File: src/hw/smd_pkg.sv
package smd_pkg;

   // Descriptor window, byte offsets within the parameter table
   localparam logic [7:0]  SMD_DESC0_OFS    = 8'h48;
   localparam logic [7:0]  SMD_DESC1_OFS    = 8'h50;
   localparam logic [7:0]  SMD_DESC_END     = 8'h58;
   localparam logic [7:0]  SMD_FILL_BYTE    = 8'hFF;

   // Descriptor fields
   localparam logic [7:0]  SMD_READ_MASK    = 8'h08;
   localparam logic [1:0]  SMD_ADDR_LEN_VAR = 2'h3;
   localparam logic [1:0]  SMD_RSVD_HI      = 2'h3;
   localparam logic [3:0]  SMD_LAT_VAR      = 4'hF;
   localparam logic [7:0]  SMD_DETECT_CMD   = 8'h65;
   localparam logic [5:0]  SMD_RSVD_LO      = 6'h3F;
   localparam logic        SMD_CMD_DESC     = 1'h0;
   localparam logic        SMD_DESC_LAST0   = 1'h0;
   localparam logic        SMD_DESC_LAST1   = 1'h0;
   localparam logic [31:0] SMD_CFG_REG_ADDR = 32'h0000_0004;
   localparam int          SMD_ARCH_BIT     = 3;

   // Map indices
   localparam logic [1:0]  SMD_IDX_BOTTOM   = 2'h1;
   localparam logic [1:0]  SMD_IDX_TOP      = 2'h2;
   localparam logic [1:0]  SMD_IDX_UNIFORM  = 2'h3;

   typedef enum logic [1:0] {
      SMD_MAP_INVALID = 2'h0,
      SMD_MAP_BOTTOM  = 2'h1,
      SMD_MAP_TOP     = 2'h3,
      SMD_MAP_UNIFORM = 2'h2
   } smd_map_e;

   typedef struct packed {
      logic     valid;
      smd_map_e map;
      logic     low_has_param;
      logic     high_has_param;
   } smd_map_s;

endpackage : smd_pkg

File: src/hw/smd_sector_map_detect.sv
`timescale 1ns/1ps
`default_nettype none
module smd_sector_map_detect
   import smd_pkg::*;
(
   input  wire logic       clk,          // 20 MHz clock
   input  wire logic       nrst,         // Async reset, active low
   input  wire logic       rd_en,        // Parameter byte read strobe
   input  wire logic [7:0] rd_addr,      // Parameter byte offset
   output logic      [7:0] rd_data,      // Byte returned, one cycle later
   output logic            rd_valid,     // rd_data is valid
   input  wire logic [7:0] low_cfg3,     // Low die config register three
   input  wire logic [7:0] high_cfg3,    // High die config register three
   output logic      [1:0] map_index,    // Concatenated architecture bits
   output var smd_map_s    map_sel       // Decoded active map
);

   logic       rst_m_q;
   logic       rst_n_q;
   logic [7:0] data_d;
   logic [7:0] data_q;
   logic       valid_q;
   logic [1:0] idx_d;
   logic [1:0] idx_q;
   smd_map_s   map_d;
   smd_map_s   map_q;

   // Descriptor words; the low die one has its final-descriptor bit 0
   // so the host keeps walking to the high die entry.
   localparam logic [31:0] DESC_CMD = {
      SMD_READ_MASK,
      SMD_ADDR_LEN_VAR,
      SMD_RSVD_HI,
      SMD_LAT_VAR,
      SMD_DETECT_CMD,
      SMD_RSVD_LO,
      SMD_CMD_DESC,
      SMD_DESC_LAST0
   };
   localparam logic [31:0] DESC_CMD1 = {DESC_CMD[31:1], SMD_DESC_LAST1};

   always_ff @(posedge clk or negedge nrst) begin
      if (!nrst) begin
         rst_m_q <= 1'b0;
         rst_n_q <= 1'b0;
      end else begin
         rst_m_q <= 1'b1;
         rst_n_q <= rst_m_q;
      end
   end

   // Table lookup is pure decode of constants, so a read has no side effects
   always_comb begin
      logic [7:0]  rel;
      logic [63:0] blk;
      rel = 8'h00;
      blk = 64'h0;
      data_d = SMD_FILL_BYTE;
      if (rd_addr >= SMD_DESC0_OFS && rd_addr < SMD_DESC1_OFS) begin
         rel = rd_addr - SMD_DESC0_OFS;
         blk = {SMD_CFG_REG_ADDR, DESC_CMD};
         data_d = blk[{rel[2:0], 3'h0} +: 8];
      end else if (rd_addr >= SMD_DESC1_OFS && rd_addr < SMD_DESC_END) begin
         rel = rd_addr - SMD_DESC1_OFS;
         blk = {SMD_CFG_REG_ADDR, DESC_CMD1};
         data_d = blk[{rel[2:0], 3'h0} +: 8];
      end
   end

   always_ff @(posedge clk or negedge rst_n_q) begin
      if (!rst_n_q) begin
         data_q  <= 8'h00;
         valid_q <= 1'b0;
      end else begin
         valid_q <= rd_en;
         if (rd_en) begin
            data_q <= data_d;
         end
      end
   end

   // Architecture bit: 0 hybrid, 1 uniform; low die is the MSB
   always_comb begin
      idx_d = {low_cfg3[SMD_ARCH_BIT], high_cfg3[SMD_ARCH_BIT]};
      map_d = '0;
      unique case (idx_d)
         SMD_IDX_BOTTOM: begin
            map_d = '{1'b1, SMD_MAP_BOTTOM, 1'b1, 1'b0};
         end
         SMD_IDX_TOP: begin
            map_d = '{1'b1, SMD_MAP_TOP, 1'b0, 1'b1};
         end
         SMD_IDX_UNIFORM: begin
            map_d = '{1'b1, SMD_MAP_UNIFORM, 1'b0, 1'b0};
         end
         default: begin
            // Both hybrid is unsupported, flagged rather than guessed
            map_d = '{1'b0, SMD_MAP_INVALID, 1'b0, 1'b0};
         end
      endcase
   end

   always_ff @(posedge clk or negedge rst_n_q) begin
      if (!rst_n_q) begin
         idx_q <= 2'h0;
         map_q <= '0;
      end else begin
         idx_q <= idx_d;
         map_q <= map_d;
      end
   end

   assign rd_data   = data_q;
   assign rd_valid  = valid_q;
   assign map_index = idx_q;
   assign map_sel   = map_q;

   AST_RD_LAT: assert property (@(posedge clk) disable iff (!rst_n_q)
      rd_en |=> rd_valid && rd_data == $past(data_d))
      else $error("read data not returned next cycle");

   AST_MASK: assert property (@(posedge clk) disable iff (!rst_n_q)
      rd_en && rd_addr == 8'h4B |=> rd_data == 8'h08)
      else $error("read mask byte wrong");

   AST_CMD: assert property (@(posedge clk) disable iff (!rst_n_q)
      rd_en && (rd_addr == 8'h49 || rd_addr == 8'h51) |=> rd_data == 8'h65)
      else $error("detect instruction byte wrong");

   AST_LAT_LEN: assert property (@(posedge clk) disable iff (!rst_n_q)
      rd_en && rd_addr == 8'h4A |=> rd_data == 8'hFF)
      else $error("length latency byte wrong");

   AST_LOW_BYTE: assert property (@(posedge clk) disable iff (!rst_n_q)
      rd_en && rd_addr == 8'h48 |=> rd_data == 8'hFC)
      else $error("descriptor low byte wrong");

   AST_ADDR: assert property (@(posedge clk) disable iff (!rst_n_q)
      rd_en && rd_addr == 8'h4C |=> rd_data == 8'h04)
      else $error("detect address byte wrong");

   AST_SECOND: assert property (@(posedge clk) disable iff (!rst_n_q)
      rd_en && rd_addr == 8'h54 |=> rd_data == 8'h04)
      else $error("second descriptor address wrong");

   AST_MAP: assert property (@(posedge clk) disable iff (!rst_n_q)
      ##1 map_sel.valid |-> map_sel.low_has_param + map_sel.high_has_param
         <= 1 && map_index == {$past(low_cfg3[3]), $past(high_cfg3[3])})
      else $error("map index or parameter region wrong");

   AST_DECODE: assert property (@(posedge clk) disable iff (!rst_n_q)
      low_cfg3[3] && !high_cfg3[3] |=> map_sel.map == SMD_MAP_TOP)
      else $error("top map not selected");

   // The map checks below also gate on rst_n_q, so the edge at which the synchroniser
   // lets go is never judged against flops that still hold reset values.
   // A configuration seen there is only loaded one edge later.
   AST_BOTTOM: assert property (@(posedge clk) disable iff (!rst_n_q)
      rst_n_q && !low_cfg3[3] && high_cfg3[3]
      |=> map_sel.map == SMD_MAP_BOTTOM && map_sel.low_has_param)
      else $error("bottom map not selected");

   AST_UNIFORM: assert property (@(posedge clk) disable iff (!rst_n_q)
      rst_n_q && low_cfg3[3] && high_cfg3[3]
      |=> map_sel.map == SMD_MAP_UNIFORM && !map_sel.low_has_param
         && !map_sel.high_has_param)
      else $error("uniform map not selected");

   AST_INVALID: assert property (@(posedge clk) disable iff (!rst_n_q)
      rst_n_q && !low_cfg3[3] && !high_cfg3[3]
      |=> !map_sel.valid && map_sel.map == SMD_MAP_INVALID)
      else $error("unsupported index not flagged");

   AST_ARCH: assert property (@(posedge clk) disable iff (!rst_n_q)
      rst_n_q |=> map_index[1] == $past(low_cfg3[SMD_ARCH_BIT])
         && map_index[0] == $past(high_cfg3[SMD_ARCH_BIT]))
      else $error("architecture bits not carried to index");

   AST_FILL: assert property (@(posedge clk) disable iff (!rst_n_q)
      rd_en && (rd_addr < SMD_DESC0_OFS || rd_addr >= SMD_DESC_END)
      |=> rd_data == SMD_FILL_BYTE)
      else $error("byte outside descriptors not filled");

   AST_LEN: assert property (@(posedge clk) disable iff (!rst_n_q)
      rd_en && (rd_addr == 8'h4A || rd_addr == 8'h52)
      |=> rd_data[7:6] == SMD_ADDR_LEN_VAR)
      else $error("address length field wrong");

   AST_LAT: assert property (@(posedge clk) disable iff (!rst_n_q)
      rd_en && (rd_addr == 8'h4A || rd_addr == 8'h52)
      |=> rd_data[3:0] == SMD_LAT_VAR)
      else $error("latency field wrong");

   AST_RSVD_HI: assert property (@(posedge clk) disable iff (!rst_n_q)
      rd_en && (rd_addr == 8'h4A || rd_addr == 8'h52)
      |=> rd_data[5:4] == SMD_RSVD_HI)
      else $error("upper reserved field wrong");

   AST_RSVD_LO: assert property (@(posedge clk) disable iff (!rst_n_q)
      rd_en && (rd_addr == 8'h48 || rd_addr == 8'h50)
      |=> rd_data[7:2] == SMD_RSVD_LO && rd_data[1] == SMD_CMD_DESC)
      else $error("lower reserved or descriptor kind wrong");

   AST_MASK_HI: assert property (@(posedge clk) disable iff (!rst_n_q)
      rd_en && rd_addr == 8'h53 |=> rd_data == SMD_READ_MASK)
      else $error("second descriptor mask wrong");

   AST_ADDR_ZERO: assert property (@(posedge clk) disable iff (!rst_n_q)
      rd_en && rd_addr inside {8'h4D, 8'h4E, 8'h4F, 8'h55, 8'h56, 8'h57}
      |=> rd_data == 8'h00)
      else $error("detect address upper bytes wrong");

   AST_VALID_ONE: assert property (@(posedge clk) disable iff (!rst_n_q)
      !rd_en |=> !rd_valid)
      else $error("read valid without a request");

   AST_HOLD: assert property (@(posedge clk) disable iff (!rst_n_q)
      rst_n_q && !rd_en |=> $stable(rd_data))
      else $error("read data changed without a request");

endmodule : smd_sector_map_detect
`default_nettype wire

File: config.mk
export PLATFORM = sky130hd
export DESIGN_NAME = smd_sector_map_detect
export DESIGN_NICKNAME = d
export VERILOG_FILES = /design/src/hw/smd_pkg.sv /design/src/hw/smd_sector_map_detect.sv
export SDC_FILE = /design/constraint.sdc
export NUM_CORES = 1
export LEC_CHECK = 0
export ABC_AREA = 1
export BUFFER_PORTS_ARGS = -buffer_cell sky130_fd_sc_hd__buf_2
export CORE_ASPECT_RATIO = 1.1
export CORE_MARGIN = 5
export CORE_UTILIZATION = 24
export CTS_CLUSTER_SIZE = 16
export DETAILED_ROUTE_END_ITERATION = 16
export GPL_TIMING_DRIVEN = 1
export PLACE_DENSITY = 0.59
export SLEW_MARGIN = 10
export SYNTH_ARGS = -nofsm -noshare
export SYNTH_HDL_FRONTEND = slang
export SYNTH_SLANG_ARGS = --single-unit
File: constraint.sdc
create_clock -name clk -period 0.8 [get_ports clk]
set_input_delay 0.08 -clock clk [delete_from_list [all_inputs] [get_ports clk]]
set_output_delay 0.08 -clock clk [all_outputs]
set_load 0.05 [all_outputs]
==> results of run 1 <==
## per-layer routing
layer / wire [µm] / share of wire, %
met2: 743 / 47
met4: 14 / 0.88
met3: 127 / 8.0
met1: 701 / 44
met5: 0 / 0
## registers in the layout, indices dropped and copies added (netlist names)
register / count
rd_data: 6
rst_n_q: 1
map_index: 2
rst_m_q: 1
map_sel: 5
rd_valid: 1
## final cells by class
class	count	area, µm²	share of cell area, %
multi-input combinational	47	279.0	25.03
tap	34	42.54	3.816
inverter	15	56.30	5.051
timing repair buffer	34	292.8	26.26
sequential	16	407.9	36.59
clock buffer	4	36.28	3.255
## synthesized netlist by cell type, drive strengths merged
cell type and number:
or2 4, buf 2, conb 1, dfrtp 16
nor2 13, ha 8, a21oi 2, nand3 6
inv 15, nand2 13
## power breakdown
group          internal, W  total (W)  switching, W
clock             0.000277   0.000540      0.000263
combinational     0.000145   0.000391      0.000246
sequential        0.000848   0.000869     0.0000206
## through the flow
step | utilization, % | std cells | power [W] | setup WS [ps] | area [µm²]
floorplan | - | 80 | 0.001099 | -137.3 | 759.5
global placement | 31.30 | 143 | 0.001207 | -108.6 | 945.9
detailed placement | 31.30 | 143 | 0.001215 | -124.2 | 945.9
CTS | 36.81 | 150 | 0.001814 | -172.3 | 1112
global route | 36.89 | 150 | 0.001896 | -202.5 | 1115
finish | 36.89 | 150 | 0.001800 | -166.2 | 1115
## layout by cell type (no fill, tap or decap), drive strengths merged
| master | n |
|---|---|
| buf | 31 |
| inv | 15 |
| dfrtp | 16 |
| clkbuf | 4 |
| or2 | 4 |
| nand3 | 6 |
| conb | 1 |
| nand2 | 13 |
| ha | 8 |
| dlygate4sd3 | 3 |
| a21oi | 2 |
| nor2 | 13 |
## cells by family (layout without fill, tap and decap cells)
group                      count (synthesis)  count (layout)
other                                      1               1
and+or+nand+nor                           36              36
AOI/OAI and AO/OA                          2               2
adders and majority gates                  8               8
buffers and inverters                     17              53
DFF                                       16              16
## timing repair
item	4_1_cts	5_1_grt
resized for setup	32	2
endpoints found under the hold margin	4	0
buffers inserted	0	0
hold buffers	3	0
endpoints found under the setup margin	20	20
pin swaps	3	1
## how the worst max path moves through the flow
stage / startpoint / to / slack (ps) / cells after the start
after detailed placement: rd_addr[1] / rd_data[0]$_DFFE_PN0P_ / -120 / 7
after floorplan: rd_data[3]$_DFFE_PN0P_ / rd_data[3]$_DFFE_PN0P_ / -140 / 3
final: rd_data[6]$_DFFE_PN0P_ / rd_data[6] / -170 / 1
after global routing: rd_data[4]$_DFFE_PN0P_ / rd_data[4] / -200 / 1
after global placement: rd_addr[0] / rd_data[0]$_DFFE_PN0P_ / -110 / 7
after CTS: rd_data[6]$_DFFE_PN0P_ / rd_data[6] / -170 / 1
==> impl_metrics.xml, run 1 <==
<?xml version="1.0" encoding="UTF-8"?>
<metrics>
  <group name="yosys">
    <metric name="yosysTopAreaCell" unit="">sky130_fd_sc_hd__dfrtp_1</metric>
    <metric name="synth_area_in_compound_gates" unit="%">1.342</metric>
    <metric name="synth_simple_gate_area_share" unit="%">21.48</metric>
    <metric name="synth.net_count" unit="">115</metric>
    <metric name="synth_seq_cells" unit="">16</metric>
    <metric name="postSynthAreaPerCell" unit="µm²">9.321</metric>
    <metric name="synth.yosys.warnings" unit="">0</metric>
    <metric name="synth.mux.area_fraction" unit="%">0</metric>
    <metric name="main_combinational_cell_family_by_area_after_synthesis" unit="">simple AND/OR/NAND/NOR gates</metric>
    <metric name="synth_top_area_share" unit="%">53.69</metric>
    <metric name="synth_area_leaders" unit="">sky130_fd_sc_hd__dfrtp_1 (54%), sky130_fd_sc_hd__ha_1 (13%), sky130_fd_sc_hd__inv_1 (7.0%), sky130_fd_sc_hd__nand2_1 (6.5%), sky130_fd_sc_hd__nor2_1 (6.0%)</metric>
    <metric name="ys_seq_area_share" unit="%">53.69</metric>
    <metric name="synthesis.area" unit="µm²">745.7</metric>
    <metric name="number_of_cells_produced_by_synthesis" unit="">80</metric>
    <metric name="synth.lib_cells_used.distinct" unit="">13</metric>
    <metric name="post_synth_fa_ha_maj_area_fraction" unit="%">13.42</metric>
    <metric name="post_synth_xor_area_fraction" unit="%">0</metric>
  </group>
  <group name="placement">
    <metric name="port-buffer-count" unit="">28</metric>
    <metric name="place_hpwl" unit="µm">1239</metric>
    <metric name="place_congestion" unit="">0.6504</metric>
  </group>
  <group name="setup_path">
    <metric name="worst-endpoint-required" unit="ps">720</metric>
    <metric name="timing.critical_path.fanout_max" unit="">3</metric>
    <metric name="critPathSlowestCell" unit="">sky130_fd_sc_hd__dfrtp_2</metric>
    <metric name="critPathLaunchType" unit="">register</metric>
    <metric name="crit-reg2reg-launch" unit="">rd_data[3]$_DFFE_PN0P_</metric>
    <metric name="worst-r2r-setup-slack" unit="ps">-30</metric>
    <metric name="cp_cell_sequence" unit="">buf_6</metric>
    <metric name="reg2regPathDepth" unit="">3</metric>
    <metric name="regToRegEndpoint" unit="">rd_data[3]$_DFFE_PN0P_</metric>
    <metric name="worstSetupEndpointType" unit="">output port</metric>
    <metric name="path_buf_inv" unit="">1</metric>
    <metric name="timing.critical_path.slowest_cell_delay" unit="ps">440</metric>
    <metric name="worst-endpoint-arrival" unit="ps">890</metric>
    <metric name="critical_path.top_delay_family" unit="">flip-flops</metric>
    <metric name="criticalPathCategory" unit="">reg -&gt; out</metric>
  </group>
  <group name="timing">
    <metric name="final-hold-violation-count" unit="">0</metric>
    <metric name="final.period_utilization" unit="%">120.8</metric>
    <metric name="holdWs" unit="ps">80.55</metric>
    <metric name="timing.setup.tns" unit="ps">-2149</metric>
    <metric name="grt_setup_unrepaired" unit="">yes</metric>
    <metric name="layout_min_cycle_time" unit="ps">966.2</metric>
    <metric name="slew_violations" unit="">0</metric>
    <metric name="fmaxAchievable" unit="MHz">1035</metric>
    <metric name="final_critical_path_setup_slack" unit="ps">-166.2</metric>
    <metric name="skew" unit="ps">8.893</metric>
    <metric name="report.final.setup_viol" unit="">20</metric>
  </group>
  <group name="clock_network">
    <metric name="cts_buffer_depth" unit="">2</metric>
    <metric name="clock_insertion_delay_worst_skew" unit="ps">290</metric>
    <metric name="cts_root_buffer" unit="">sky130_fd_sc_hd__clkbuf_4</metric>
    <metric name="clkSinkCount" unit="">16</metric>
    <metric name="cts_buffers" unit="">3</metric>
    <metric name="worst_setup_hold_path_clk_slew" unit="ps">100</metric>
    <metric name="htree_levels" unit="">1</metric>
    <metric name="cts_tree" unit="">built</metric>
  </group>
  <group name="min_path">
    <metric name="timing.hold.worst_path_depth" unit="">2</metric>
    <metric name="worstHoldStart" unit="">high_cfg3[3]</metric>
    <metric name="min_delay_worst_endpoint" unit="">map_sel[1]$_DFF_PN0_</metric>
    <metric name="min-delay-path-class" unit="">in -&gt; reg</metric>
  </group>
  <group name="cells_and_area">
    <metric name="syn2layout_area_growth" unit="%">49.50</metric>
    <metric name="fin_nets" unit="">152</metric>
    <metric name="drive_gt1_share" unit="%">39.66</metric>
    <metric name="final.fill_count" unit="">303</metric>
    <metric name="antennaDiodeCount" unit="">0</metric>
  </group>
  <group name="power_and_ir_drop">
    <metric name="peakVddDrop" unit="mV">1.045</metric>
    <metric name="powerDensity" unit="mW/mm²">1615</metric>
    <metric name="leakage" unit="nW">0.5679</metric>
  </group>
  <group name="global_routing">
    <metric name="global_route.usage.met1" unit="%">9.246</metric>
    <metric name="grt_busiest_layer" unit="">met2</metric>
    <metric name="grt_use_met3" unit="%">3.284</metric>
    <metric name="antenna_found_initial" unit="">0</metric>
    <metric name="grt_remaining_overflow" unit="">0</metric>
    <metric name="global_route_wire_length_before_repair" unit="µm">2691</metric>
    <metric name="first_global_vias" unit="">633</metric>
    <metric name="grt_start_max_net_pins" unit="">15</metric>
    <metric name="grt.met2_usage" unit="%">12.95</metric>
    <metric name="gr-usage-all-layers" unit="%">7.920</metric>
  </group>
  <group name="detailed_routing">
    <metric name="wirelength" unit="µm">1587</metric>
    <metric name="wire_per_inst" unit="µm">10.58</metric>
    <metric name="drt_drc_violations_left" unit="">0</metric>
    <metric name="detailedRoute.firstIterationViolations" unit="">14</metric>
    <metric name="postRouteAntennaNets" unit="">0</metric>
    <metric name="vias_after_detailed_routing" unit="">603</metric>
    <metric name="vias_per_cell" unit="">4.020</metric>
    <metric name="dr.pass1.iters" unit="">2</metric>
  </group>
  <group name="die">
    <metric name="floorplan.die.height" unit="µm">68.46</metric>
    <metric name="die_width" unit="µm">63.15</metric>
    <metric name="ioPinCount" unit="">43</metric>
    <metric name="rows" unit="">21</metric>
    <metric name="design.core.area" unit="mm²">0.003022</metric>
    <metric name="die-area" unit="mm²">0.004323</metric>
    <metric name="start_util" unit="%">24.68</metric>
  </group>
  <group name="outcome">
    <metric name="violations" unit="">setup timing</metric>
    <metric name="status" unit="">finished with violations</metric>
  </group>
  <group name="run">
    <metric name="maxCapViolations" unit="">0</metric>
  </group>
</metrics>
Note: power is estimated with default switching activity, not from simulation.
==> inputs of run 2 (changes only) <==
--- a/config.mk
+++ b/config.mk
@@ -12,8 +12,9 @@
 export CORE_UTILIZATION = 24
 export CTS_CLUSTER_SIZE = 16
 export DETAILED_ROUTE_END_ITERATION = 16
+export GPL_ROUTABILITY_DRIVEN = 0
 export GPL_TIMING_DRIVEN = 1
-export PLACE_DENSITY = 0.59
+export PLACE_DENSITY = 0.51
 export SLEW_MARGIN = 10
 export SYNTH_ARGS = -nofsm -noshare
 export SYNTH_HDL_FRONTEND = slang
==> run 2 against run 1 <==
  * The run still ends with setup timing left
  * Combinational power is essentially flat
  * Via count grew 1.0%
  * Design area grew 0.67%
  * Clock skew shrank 7.1 ps
  * Core utilization grew 0.25 points
  * Largest cell class unchanged
  * Largest power group unchanged
==> impl_metrics.xml, run 2 (synthesis results as in run 1) <==
<?xml version="1.0" encoding="UTF-8"?>
<metrics>
  <group name="power_and_ir_drop">
    <metric name="p_comb_share" unit="%">22.1</metric>
    <metric name="clkPwrFrac" unit="%">28.9</metric>
    <metric name="peakVddDrop" unit="mV">0.8313</metric>
    <metric name="powerDensity" unit="mW/mm²">1583</metric>
    <metric name="psw" unit="W">0.0005041</metric>
    <metric name="pwr-share-seq" unit="%">49.0</metric>
    <metric name="cellInternalPower" unit="W">0.001272</metric>
    <metric name="totalPowerFinal" unit="W">0.001777</metric>
    <metric name="leakage" unit="nW">0.5725</metric>
    <metric name="swShare" unit="%">28.37</metric>
  </group>
  <group name="setup_path">
    <metric name="reg2regPathDepth" unit="">3</metric>
    <metric name="worst-r2r-setup-slack" unit="ps">-60</metric>
    <metric name="path_buf_inv" unit="">1</metric>
    <metric name="critical_path.top_delay_family" unit="">flip-flops</metric>
    <metric name="worst-endpoint-arrival" unit="ps">880</metric>
    <metric name="criticalPathCategory" unit="">reg -&gt; out</metric>
    <metric name="critPathLaunchType" unit="">register</metric>
    <metric name="timing.critical_path.slowest_cell_delay" unit="ps">440</metric>
    <metric name="worst-endpoint-required" unit="ps">720</metric>
    <metric name="cp_cell_sequence" unit="">buf_6</metric>
    <metric name="crit-reg2reg-launch" unit="">rd_data[6]$_DFFE_PN0P_</metric>
    <metric name="worstSetupEndpointType" unit="">output port</metric>
    <metric name="regToRegEndpoint" unit="">rd_data[6]$_DFFE_PN0P_</metric>
    <metric name="critPathSlowestCell" unit="">sky130_fd_sc_hd__dfrtp_2</metric>
    <metric name="timing.critical_path.fanout_max" unit="">3</metric>
  </group>
  <group name="run">
    <metric name="maxCapViolations" unit="">0</metric>
  </group>
  <group name="cells_and_area">
    <metric name="mostFrequentLayoutCell" unit="">sky130_fd_sc_hd__buf_6</metric>
    <metric name="fin_nets" unit="">153</metric>
    <metric name="antennaDiodeCount" unit="">0</metric>
    <metric name="finish.instance_area" unit="mm²">0.001122</metric>
    <metric name="drive_gt1_share" unit="%">40.17</metric>
    <metric name="final.fill_count" unit="">315</metric>
    <metric name="syn2layout_area_growth" unit="%">50.50</metric>
    <metric name="final_core_util" unit="%">37.14</metric>
    <metric name="largest_register_ffs" unit="">6</metric>
    <metric name="layout_common_cells" unit="">sky130_fd_sc_hd__buf_6 (16), sky130_fd_sc_hd__inv_1 (13), sky130_fd_sc_hd__nor2_1 (12), sky130_fd_sc_hd__nand2_1 (12), sky130_fd_sc_hd__buf_2 (12)</metric>
  </group>
  <group name="clock_network">
    <metric name="worst_setup_hold_path_clk_slew" unit="ps">90</metric>
    <metric name="clock_insertion_delay_worst_skew" unit="ps">280</metric>
    <metric name="cts_root_buffer" unit="">sky130_fd_sc_hd__clkbuf_4</metric>
    <metric name="clkSinkCount" unit="">16</metric>
    <metric name="setup_fix_buffers_added_after_clock_tree_synthesis" unit="">0</metric>
    <metric name="htree_levels" unit="">1</metric>
    <metric name="cts_tree" unit="">built</metric>
    <metric name="cts_buffer_depth" unit="">2</metric>
    <metric name="cts_buffers" unit="">3</metric>
  </group>
  <group name="detailed_routing">
    <metric name="vias_per_cell" unit="">4.033</metric>
    <metric name="wirelength" unit="µm">1482</metric>
    <metric name="drt_drc_violations_left" unit="">0</metric>
    <metric name="postRouteAntennaNets" unit="">0</metric>
    <metric name="vias_after_detailed_routing" unit="">609</metric>
    <metric name="detailedRoute.firstIterationViolations" unit="">18</metric>
    <metric name="wire_per_inst" unit="µm">9.815</metric>
    <metric name="dr.pass1.iters" unit="">3</metric>
  </group>
  <group name="die">
    <metric name="die-area" unit="mm²">0.004323</metric>
    <metric name="design.core.area" unit="mm²">0.003022</metric>
    <metric name="rows" unit="">21</metric>
    <metric name="die_width" unit="µm">63.15</metric>
    <metric name="ioPinCount" unit="">43</metric>
    <metric name="floorplan.die.height" unit="µm">68.46</metric>
    <metric name="start_util" unit="%">24.68</metric>
  </group>
  <group name="placement">
    <metric name="port-buffer-count" unit="">28</metric>
    <metric name="setup_ws_pre_cts" unit="ps">-130.7</metric>
    <metric name="detailed_place.area" unit="µm²">953.4</metric>
    <metric name="place_hpwl" unit="µm">1185</metric>
  </group>
  <group name="timing">
    <metric name="report.final.setup_viol" unit="">20</metric>
    <metric name="final.period_utilization" unit="%">119.4</metric>
    <metric name="fmaxAchievable" unit="MHz">1047</metric>
    <metric name="final-hold-violation-count" unit="">0</metric>
    <metric name="slew_violations" unit="">0</metric>
    <metric name="final_critical_path_setup_slack" unit="ps">-155.5</metric>
    <metric name="timing.setup.tns" unit="ps">-1986</metric>
    <metric name="layout_min_cycle_time" unit="ps">955.5</metric>
    <metric name="skew" unit="ps">1.807</metric>
    <metric name="grt_setup_unrepaired" unit="">yes</metric>
  </group>
  <group name="global_routing">
    <metric name="antenna_found_initial" unit="">0</metric>
    <metric name="global_route_wire_length_before_repair" unit="µm">2539</metric>
    <metric name="grt_remaining_overflow" unit="">0</metric>
    <metric name="grt_start_max_net_pins" unit="">10</metric>
    <metric name="gr-usage-all-layers" unit="%">7.644</metric>
    <metric name="first_global_vias" unit="">637</metric>
  </group>
  <group name="outcome">
    <metric name="status" unit="">finished with violations</metric>
    <metric name="violations" unit="">setup timing</metric>
  </group>
  <group name="min_path">
    <metric name="min_delay_worst_endpoint" unit="">map_sel[1]$_DFF_PN0_</metric>
    <metric name="min-delay-path-class" unit="">in -&gt; reg</metric>
    <metric name="worstHoldStart" unit="">high_cfg3[3]</metric>
    <metric name="timing.hold.worst_path_depth" unit="">2</metric>
  </group>
</metrics>
run 2: power groups by stage:
stage | sequential, W | combinational, W | clock (W)
floorplan | 0.00101 | 0.0000920 | 0
global placement | 0.000876 | 0.000336 | 0
detailed placement | 0.000876 | 0.000341 | 0
CTS | 0.000871 | 0.000397 | 0.000552
global route | 0.000876 | 0.000427 | 0.000594
finish | 0.000870 | 0.000393 | 0.000514
run 2: what timing repair did:
action / CTS / global route
cloned: 0 / 0
endpoints found under the setup margin: 20 / 20
gates resized for setup: 33 / 1
pin swaps: 4 / 0
hold endpoints to repair: 4 / 0
hold buffers: 3 / 0
run 2: worst max-delay path by stage:
stage / cells past startpoint / from / end
after CTS: 1 / rd_data[4]$_DFFE_PN0P_ / rd_data[4]
after global placement: 7 / rd_addr[1] / rd_data[0]$_DFFE_PN0P_
final: 1 / rd_data[6]$_DFFE_PN0P_ / rd_data[5]
after global routing: 1 / rd_data[6]$_DFFE_PN0P_ / rd_data[5]
after floorplan: 3 / rd_data[3]$_DFFE_PN0P_ / rd_data[3]$_DFFE_PN0P_
after detailed placement: 7 / rd_addr[1] / rd_data[0]$_DFFE_PN0P_
run 2: area by class of cell:
cell class                 instances  area [µm²]  share of cell area, %
inverter                          15       56.30                  5.017
timing repair buffer              35       300.3                  26.76
tap                               34       42.54                  3.790
multi-input combinational         47       279.0                  24.86
clock buffer                       4       36.28                  3.233
sequential                        16       407.9                  36.34
run 2: routing by layer:
metal / wire [µm] / share of wire [%] / global-route usage, %
met1: 602 / 41 / 7.553
met2: 731 / 49 / 13.97
met3: 139 / 9.4 / 3.941
met4: 9 / 0.61 / 2.387
met5: 0 / 0 / 0
run 2: metrics by stage:
step / instances / hold slack, ps
floorplan: 80 / -215.6
global placement: 144 / -133.3
detailed placement: 144 / -133.4
CTS: 151 / 59.08
global route: 151 / 56.40
finish: 151 / 71.56
